<file path="src/adc_ctrl_consts.vh">
`ifndef ADC_CTRL_CONSTS_VH
`define ADC_CTRL_CONSTS_VH
// ===========================================================
// register byte addresses
`define OFS_CONTROL      12'h000
`define OFS_RESULT_HIGH  12'h004
`define OFS_RESULT_LOW   12'h008
`define OFS_JUSTIFY      12'h00C
`define OFS_IRQ_STATUS   12'h010
`define OFS_IRQ_ENABLE   12'h014
`define OFS_IRQ_CLEAR    12'h018
// ===========================================================
// control register fields
`define CTL_SEL_HI       6
`define CTL_SEL_LO       2
`define CTL_CONVERT      1
`define CTL_POWER        0
`define CTL_RESET        8'h00
`define JUS_BIT          0
// ===========================================================
// input select codes
`define SEL_LAST_EXT     5'h03
`define SEL_TEMP         5'h1D
`define SEL_DAC          5'h1E
`define SEL_FVR          5'h1F
// ===========================================================
// analog mux one-hot outputs
`define MUX_NONE         7'h00
`define MUX_TEMP         7'h10
`define MUX_DAC          7'h20
`define MUX_FVR          7'h40
`define MUX_EXT_W        4
// ===========================================================
// interrupt bits
`define IRQ_DONE         0
`define IRQ_W            1
// ===========================================================
// result layout
`define RES_W            10
`define BYTE_ZERO        8'h00
`define WORD_ZERO        32'h00000000
`define ADDR_W           12
`define ADDR_LSB         2
`endif

</file>
<file path="src/result_store.v">
`timescale 1ns/1ps
`default_nettype none
`include "adc_ctrl_consts.vh"
// ===========================================================
// result byte pair storage; no reset so content survives all
// resets except power-on, which leaves it unknown
module result_store (
  input  wire       pclk,      // system clock
  input  wire       wr_high,   // write high byte
  input  wire       wr_low,    // write low byte
  input  wire [7:0] high_data, // high byte write data
  input  wire [7:0] low_data,  // low byte write data
  output reg  [7:0] high,      // stored high byte
  output reg  [7:0] low        // stored low byte
);
  always @(posedge pclk) begin
    if (wr_high) begin
      high <= high_data;
    end
    if (wr_low) begin
      low <= low_data;
    end
  end
endmodule // result_store
`default_nettype wire

</file>
<file path="src/adc_control_and_result.v">
// Decided for this implementation: the address map and the APB slave port.
`timescale 1ns/1ps
`default_nettype none
`include "adc_ctrl_consts.vh"
// ===========================================================
// register map: one byte-wide register in the low byte of each
// word, upper bits read zero
//   0x00 control: select code in 6:2, convert flag in 1, enable
//        in 0; bit 7 reads zero
//   0x04 result high byte, read and write
//   0x08 result low byte, read and write
//   0x0C justify select in bit 0, set for right justified
//   0x10 interrupt status, read only, bit 0 marks a finished
//        conversion
//   0x14 interrupt enable, same layout as status
//   0x18 interrupt clear, write one to clear, reads zero
// any other word answers with an error and reads zero; the result
// bytes have no reset, so they keep their content across a reset
// and are unknown until first written or converted
// Behaviour
// - select codes 0 to 3 route analog inputs 0 to 3 to the converter.
// - codes 4 through 28 are reserved and connect no channel.
// - codes 29, 30, 31 connect temperature, DAC output and reference.
// - the convert flag reads one while a conversion is running.
// - the enable bit powers the converter; clear means no current.
// - left justified, high byte holds result bits 9 to 2.
// - left justified, low byte holds bits 1 and 0 in positions 7 and 6.
// - right justified, high byte holds bits 9 and 8 in positions 1, 0.
// - right justified, low byte holds result bits 7 to 0.
// - result bytes are writable and untouched by any reset.
module adc_control_and_result (
  input  wire        pclk,          // system clock
  input  wire        presetn,       // async reset, low active
  input  wire        psel,          // apb select
  input  wire        penable,       // apb enable
  input  wire        pwrite,        // apb direction
  input  wire [11:0] paddr,         // apb byte address
  input  wire [31:0] pwdata,        // apb write data
  output reg  [31:0] prdata,        // apb read data
  output reg         pready,        // apb ready
  output reg         pslverr,       // apb error
  output reg         core_power,    // converter power enable
  output reg         core_start,    // one-cycle start pulse
  input  wire        core_done,     // conversion done pulse
  input  wire [9:0]  core_result,   // finished result
  output reg  [6:0]  mux_select,    // one-hot analog input select
  output reg         irq            // interrupt level
);
  // ===========================================================
  // state
  reg  [4:0] input_select_field;
  wire       converting;
  reg        converter_power_on;
  reg        result_justify_select;
  reg  [`IRQ_W-1:0] irq_status;
  reg  [`IRQ_W-1:0] irq_enable;
  reg        done_s1;
  reg        done_s2;
  reg        done_d;
  reg  [9:0] res_s1;
  reg  [9:0] res_s2;
  wire       done_pulse;
  wire       acc;
  wire       wr;
  wire       rd;
  wire       hit_ctl;
  wire       hit_hi;
  wire       hit_lo;
  wire       hit_jus;
  wire       hit_sta;
  wire       hit_ena;
  wire       hit_clr;
  wire       mapped;
  wire       finish;
  reg  [7:0] next_high;
  reg  [7:0] next_low;
  reg        wr_high;
  reg        wr_low;
  reg  [7:0] high_data;
  reg  [7:0] low_data;
  wire       ctl_wr;
  wire       go_req;
  reg  [2:0] state;
  reg  [2:0] next_state;
  reg        start_now;
  // conversion sequencer states, one-hot
  localparam [2:0] ST_OFF  = 3'b001; // enable bit clear
  localparam [2:0] ST_IDLE = 3'b010; // powered, no conversion
  localparam [2:0] ST_BUSY = 3'b100; // conversion in flight
  wire [7:0] high;
  wire [7:0] low;
  reg  [6:0] next_mux;
  reg  [31:0] next_rdata;
  // ===========================================================
  // done crosses from the analog core clock domain
  always @(posedge pclk or negedge presetn) begin
    if (!presetn) begin
      done_s1 <= 1'b0;
      done_s2 <= 1'b0;
      done_d  <= 1'b0;
    end else begin
      done_s1 <= core_done;
      done_s2 <= done_s1;
      done_d  <= done_s2;
    end
  end
  // the core holds its result steady from before done rises, so a
  // plain two-flop copy has settled by the time the edge is seen
  always @(posedge pclk or negedge presetn) begin
    if (!presetn) begin
      res_s1 <= 10'h000;
      res_s2 <= 10'h000;
    end else begin
      res_s1 <= core_result;
      res_s2 <= res_s1;
    end
  end
  assign done_pulse = done_s2 & ~done_d;
  assign converting = (state == ST_BUSY);
  // a done seen while powered off or idle is stale and ignored
  assign finish = done_pulse & converting & converter_power_on;
  // ===========================================================
  // apb decode
  assign acc     = psel & penable & pready;
  assign wr      = acc & pwrite;
  assign rd      = acc & ~pwrite;
  assign hit_ctl = (paddr == `OFS_CONTROL);
  assign hit_hi  = (paddr == `OFS_RESULT_HIGH);
  assign hit_lo  = (paddr == `OFS_RESULT_LOW);
  assign hit_jus = (paddr == `OFS_JUSTIFY);
  assign hit_sta = (paddr == `OFS_IRQ_STATUS);
  assign hit_ena = (paddr == `OFS_IRQ_ENABLE);
  assign hit_clr = (paddr == `OFS_IRQ_CLEAR);
  assign mapped  = hit_ctl | hit_hi | hit_lo | hit_jus | hit_sta |
                   hit_ena | hit_clr;
  assign ctl_wr  = wr & hit_ctl;
  assign go_req  = ctl_wr & pwdata[`CTL_CONVERT] & pwdata[`CTL_POWER];
  // ===========================================================
  // control register fields
  always @(posedge pclk or negedge presetn) begin
    if (!presetn) begin
      input_select_field <= 5'h00;
      converter_power_on <= 1'b0;
    end else if (ctl_wr) begin
      input_select_field <= pwdata[`CTL_SEL_HI:`CTL_SEL_LO];
      converter_power_on <= pwdata[`CTL_POWER];
    end
  end
  always @(posedge pclk or negedge presetn) begin
    if (!presetn) begin
      result_justify_select <= 1'b0;
    end else if (wr && hit_jus) begin
      result_justify_select <= pwdata[`JUS_BIT];
    end
  end
  // the core sees the enable one cycle after the register bit, so one
  // cycle after the start pulse of a write that sets both
  always @(posedge pclk or negedge presetn) begin
    if (!presetn) begin
      core_power <= 1'b0;
    end else begin
      core_power <= converter_power_on;
    end
  end
  // ===========================================================
  // conversion sequencer; a start written with the enable clear is
  // ignored, so the flag never reads one while unpowered
  always @* begin
    next_state = state;
    start_now  = 1'b0;
    case (state)
      ST_OFF: begin
        if (go_req) begin
          next_state = ST_BUSY;
          start_now  = 1'b1;
        end else if (ctl_wr && pwdata[`CTL_POWER]) begin
          next_state = ST_IDLE;
        end
      end
      ST_IDLE: begin
        if (go_req) begin
          next_state = ST_BUSY;
          start_now  = 1'b1;
        end else if (ctl_wr && !pwdata[`CTL_POWER]) begin
          next_state = ST_OFF;
        end
      end
      ST_BUSY: begin
        if (go_req) begin
          // a start landing on the finishing cycle begins a new one
          start_now = finish;
        end else if (ctl_wr) begin
          // flag written low aborts; enable written low powers off
          next_state = pwdata[`CTL_POWER] ? ST_IDLE : ST_OFF;
        end else if (finish) begin
          next_state = ST_IDLE;
        end
      end
      default: begin
        next_state = ST_OFF;
      end
    endcase
  end
  always @(posedge pclk or negedge presetn) begin
    if (!presetn) begin
      state      <= ST_OFF;
      core_start <= 1'b0;
    end else begin
      state      <= next_state;
      core_start <= start_now;
    end
  end
  // ===========================================================
  // analog mux select
  always @* begin
    next_mux = `MUX_NONE;
    if (input_select_field <= `SEL_LAST_EXT) begin
      next_mux = {3'b000, 4'b0001 << input_select_field[1:0]};
    end else begin
      case (input_select_field)
        `SEL_TEMP: next_mux = `MUX_TEMP;
        `SEL_DAC:  next_mux = `MUX_DAC;
        `SEL_FVR:  next_mux = `MUX_FVR;
        default:   next_mux = `MUX_NONE;
      endcase
    end
  end
  always @(posedge pclk or negedge presetn) begin
    if (!presetn) begin
      mux_select <= `MUX_NONE;
    end else begin
      mux_select <= next_mux;
    end
  end
  // ===========================================================
  // result justification and store; hardware result wins
  always @* begin
    if (result_justify_select) begin
      next_high = {6'h00, res_s2[9:8]};
      next_low  = res_s2[7:0];
    end else begin
      next_high = res_s2[9:2];
      next_low  = {res_s2[1:0], 6'h00};
    end
  end
  // a finishing conversion owns both byte write ports in its cycle;
  // a software byte write landing in that cycle is dropped
  always @* begin
    wr_high   = finish | (wr & hit_hi);
    wr_low    = finish | (wr & hit_lo);
    high_data = finish ? next_high : pwdata[7:0];
    low_data  = finish ? next_low  : pwdata[7:0];
  end
  result_store u_store (
    .pclk      (pclk),
    .wr_high   (wr_high),
    .wr_low    (wr_low),
    .high_data (high_data),
    .low_data  (low_data),
    .high      (high),
    .low       (low)
  );
  // ===========================================================
  // interrupt enable and status; a done landing on a clear wins, so
  // no finished conversion goes unreported
  always @(posedge pclk or negedge presetn) begin
    if (!presetn) begin
      irq_enable <= 1'b0;
    end else if (wr && hit_ena) begin
      irq_enable <= pwdata[`IRQ_DONE];
    end
  end
  always @(posedge pclk or negedge presetn) begin
    if (!presetn) begin
      irq_status <= 1'b0;
    end else if (finish) begin
      irq_status <= 1'b1;
    end else if (wr && hit_clr && pwdata[`IRQ_DONE]) begin
      irq_status <= 1'b0;
    end
  end
  // the line lags the status by one cycle so it leaves a flop
  always @(posedge pclk or negedge presetn) begin
    if (!presetn) begin
      irq <= 1'b0;
    end else begin
      irq <= |(irq_status & irq_enable);
    end
  end
  // ===========================================================
  // apb read path; one wait state lets read data come from a flop
  always @* begin
    next_rdata = `WORD_ZERO;
    case (paddr)
      `OFS_CONTROL: begin
        next_rdata = {24'h000000, 1'b0, input_select_field,
                      converting, converter_power_on};
      end
      `OFS_RESULT_HIGH: begin
        next_rdata = {24'h000000, high};
      end
      `OFS_RESULT_LOW: begin
        next_rdata = {24'h000000, low};
      end
      `OFS_JUSTIFY: begin
        next_rdata = {31'h00000000, result_justify_select};
      end
      `OFS_IRQ_STATUS: begin
        next_rdata = {31'h00000000, irq_status};
      end
      `OFS_IRQ_ENABLE: begin
        next_rdata = {31'h00000000, irq_enable};
      end
      default: begin
        next_rdata = `WORD_ZERO;
      end
    endcase
  end
  // every access takes one wait state: pready rises on the first
  // access-phase edge, so a master must never assume zero wait
  always @(posedge pclk or negedge presetn) begin
    if (!presetn) begin
      pready  <= 1'b0;
      pslverr <= 1'b0;
    end else if (psel && penable && !pready) begin
      pready  <= 1'b1;
      pslverr <= ~mapped;
    end else begin
      pready  <= 1'b0;
      pslverr <= 1'b0;
    end
  end
  always @(posedge pclk or negedge presetn) begin
    if (!presetn) begin
      prdata <= `WORD_ZERO;
    end else if (psel && penable && !pready) begin
      prdata <= pwrite ? `WORD_ZERO : next_rdata;
    end
  end
endmodule // adc_control_and_result
`default_nettype wire

</file>
<file path="config.mk">
export PLATFORM = sky130hd
export DESIGN_NAME = adc_control_and_result
export DESIGN_NICKNAME = d
export VERILOG_FILES = /design/src/result_store.v /design/src/adc_control_and_result.v
export VERILOG_INCLUDE_DIRS = /design/src
export SDC_FILE = /design/constraint.sdc
export NUM_CORES = 1
export LEC_CHECK = 0
export BUFFER_PORTS_ARGS = -buffer_cell sky130_fd_sc_hd__buf_2
export CAP_MARGIN = 10
export CORE_MARGIN = 2
export CORE_UTILIZATION = 50
export DETAILED_ROUTE_END_ITERATION = 10
export GPL_ROUTABILITY_DRIVEN = 0
export PLACE_DENSITY = 0.8
export SKIP_CTS_REPAIR_TIMING = 1
export SYNTH_ARGS = -nofsm -noshare
export SYNTH_HDL_FRONTEND = slang
export SYNTH_SLANG_ARGS = --single-unit
</file>
<file path="constraint.sdc">
create_clock -name pclk -period 2.3 [get_ports pclk]
set_input_delay 0.115 -clock pclk [delete_from_list [all_inputs] [get_ports pclk]]
set_output_delay 0.115 -clock pclk [all_outputs]
set_load 0.03 [all_outputs]
</file>
==> key figures <==
Setup path
  – CP startpoint: state[1]
  – Worst Path Arrival: 1880 ps
  – Worst Path Required: 2350 ps
  – Reg-to-Reg Start: state[1]
  – CP max FO: 18
  – FF-to-FF path depth: 4
  – Crit path max-delay family: simple AND/OR/NAND/NOR gates
  – Reg2Reg Setup Slack: 460 ps
  – Critical Path Stages: 4
  – Critical path class: flip-flop to flip-flop
  – Startpoint types: flip-flop
  – CP peak stage delay: 420 ps
  – Worst reg2reg endpoint: u_store.low[4]
  – Crit-path cells: nor3b_1, nand2b_1, o41ai_1, buf_4
  – Worst setup EP type: flip-flop
  – Setup crit end: u_store.low[4]
  – Critical path's slowest cell: dfrtp_1
  – CP bufs+invs: 1

CTS
  – Worst-case clock buffer depth: 2
  – Htree depth: 3
  – CTS buffer count: 9
  – Clock Latency Late Sink: 340 ps
  – Clock transition at path regs: 80 ps
  – CTS Root Cell: clkbuf_8
  – CTS tree: done
  – Clock sinks: 71

Drt
  – Initial drt markers: 120
  – Final antenna-violating net count: 0
  – Drt pass-1 iters: 4
  – Routed vias/inst: 5.13
  – Avg WL per Cell: 13.9 microns
  – # DRC: 0
  – Vias: 2,051
  – Final wirelength: 5550 microns

Floorplan
  – Die W: 82.1 microns
  – Die H: 82.1 microns
  – Core area: 5920 sq um
  – Die footprint: 6740 sq um
  – Starting Density: 0.515
  – Boundary Pins: 104
  – Cell Rows: 28

Finish
  – Post-Layout Inst Area: 3660 sq um
  – Ant. Diodes: 0
  – Area Overhead vs Synth: 19.8%
  – Final net count: 380
  – Layout cells sized above 1: 0.289

Timing
  – Max Clock Skew: 11.2 ps
  – Pins Over Slew Limit: 0
  – Tcrit/Tclk final: 0.799
  – Pin slew with the least headroom to its limit: 636 ps
  – Setup TNS: 0 ps
  – RSZ-0062 raised after global routing: false
  – Min Tclk post-route: 1840 ps
  – Final Hold Vio Count: 0
  – Max-slew headroom: 0.575
  – Final setup viols: 0
  – Achievable Freq: 544 MHz

Place
  – Placement Cell Area: 3350 sq um
  – Port Buf Inserts: 55
  – DP HPWL: 4010 microns

Logic synthesis
  – Post-Syn Area: 3050 sq um
  – Post-synth EDFFs: 16
  – Commonest cells in the netlist: dfrtp_1 (54), buf_4 (24), edfxtp_1 (16)
  – Largest cells by area after synthesis: dfrtp_1 (44%), edfxtp_1 (16%), buf_4 (5.9%)
  – Number of synthesis warnings: 0
  – #FFs+latches synth: 71
  – Seq/Total Area, Yosys: 0.609
  – Async set or reset register ratio after synthesis: 0.775
  – Post-synth top area share: 0.443
  – Yosys top cell by area: dfrtp_1
  – Syn Area/Cell: 12.5 sq um
  – Post-Syn Instances: 244
  – Yosys cell types: 42
  – Main synth FF type: dfrtp_1
  – Most numerous cell in the Yosys netlist: dfrtp_1

Global route
  – First-pass GRT wire length: 8600 microns
  – GRT Total Usage: 0.177
  – Number of antenna violations at the first check in global routing: 0
  – Pin count of the biggest net entering global routing: 30
  – GR Overflow Total: 0
  – Via count of the first global-routing pass: 1,830

Power and ir drop
  – Peak VDD IR: 430 uV
  – Power Dens Cells: 660 nW/um^2
  – Leak: 1.75 nW

Worst hold path
  – Hold Path Cell Cnt: 2
  – HP Class: input pin to flip-flop

Flow run
  – Max-Cap Viols: 0

Status
  – Outcome: finished clean
==> metrics by stage <==
| stage | hold slack (ps) | std cells | setup WS, ps | utilization | power, mW |
|---|---|---|---|---|---|
| 5_1_grt | 31.4 | 400 | 340 | 0.617 | 2.51 |
| 2_1_floorplan | -181 | 267 | 129 | - | 1.48 |
| 3_3_place_gp | 154 | 372 | 501 | 0.567 | 1.52 |
| 6_report | 42.0 | 400 | 461 | 0.617 | 2.41 |
| 4_1_cts | -216 | 388 | 483 | 0.597 | 2.42 |
| 3_5_place_dp | 161 | 372 | 405 | 0.567 | 1.53 |
==> flip-flops by register name, summed over array words and instances, names as in the netlist, 3 cells and up <==
signal              flops
input_select_field      5
u_store.high            8
res_s2                 10
state                   3
res_s1                 10
u_store.low             8
prdata                  8
mux_select              7
==> cells in the final DEF, fill, tap and decap left out, types with 3 or more instances in the layout <==
| cell type | n |
|---|---|
| nand2_1 | 13 |
| nand2b_1 | 3 |
| nor2_1 | 13 |
| o22ai_1 | 6 |
| mux2i_1 | 6 |
| nand4_1 | 5 |
| dlygate4sd3_1 | 12 |
| nand3_1 | 6 |
| buf_2 | 55 |
| nor3_1 | 4 |
| nand3b_1 | 3 |
| nor3b_1 | 4 |
| a22oi_1 | 6 |
| nor4_4 | 3 |
| inv_1 | 12 |
| a21oi_1 | 3 |
| a22o_1 | 15 |
| mux2_2 | 7 |
| buf_4 | 5 |
| o21ai_0 | 10 |
| edfxtp_1 | 16 |
| dfrtp_1 | 54 |
| clkbuf_8 | 11 |
| conb_1 | 24 |
==> how the worst min path moves through the flow <==
stage	from	endpoint
after floorplan	presetn	converter_power_on
after global placement	presetn	mux_select[2]
final	pwdata[6]	input_select_field[4]
after detailed placement	presetn	mux_select[2]
after CTS	presetn	mux_select[5]
after global routing	pwdata[1]	state[1]
==> kinds of logic (layout without fill, tap and decap cells) <==
family                    count (synthesis)  in the layout  synth area share
xor gates and xnor gates                  1              1           0.00287
AOI/OAI and AO/OA                        49             49             0.121
other                                     1             24           0.00123
buffers and inverters                    43            101            0.0836
muxes                                    13             13            0.0455
DFF                                      71             71             0.609
and+or+nand+nor                          66             66             0.137
==> area by class of cell <==
type | instances | area [sq um]
multi-input cells | 153 | 1020
well taps | 75 | 93.8
clock buffers | 11 | 151
fillers | 473 | 2260
inverters | 12 | 45.0
clock inverters | 5 | 30.0
flip-flops and latches | 71 | 1860
repair buffers | 73 | 453
==> where the power goes <==
group	leakage (nW)	switching, mW	total, mW	internal (mW)
logic	0.812	0.134	0.195	0.0612
registers	0.837	0.0104	1.32	1.31
clock network	0.0960	0.447	0.895	0.447
total	1.75	0.592	2.41	1.82
==> routing by layer <==
metal  vias to the layer above  wire length (microns)  GRT usage
met1                       965                   2270      0.204
met4                         0                     83     0.0917
met3                        10                    379     0.0533
met5                         -                      0          0
li1                        991                      -          -
met2                        85                   2820      0.298
(Power assumes the default switching activity.)
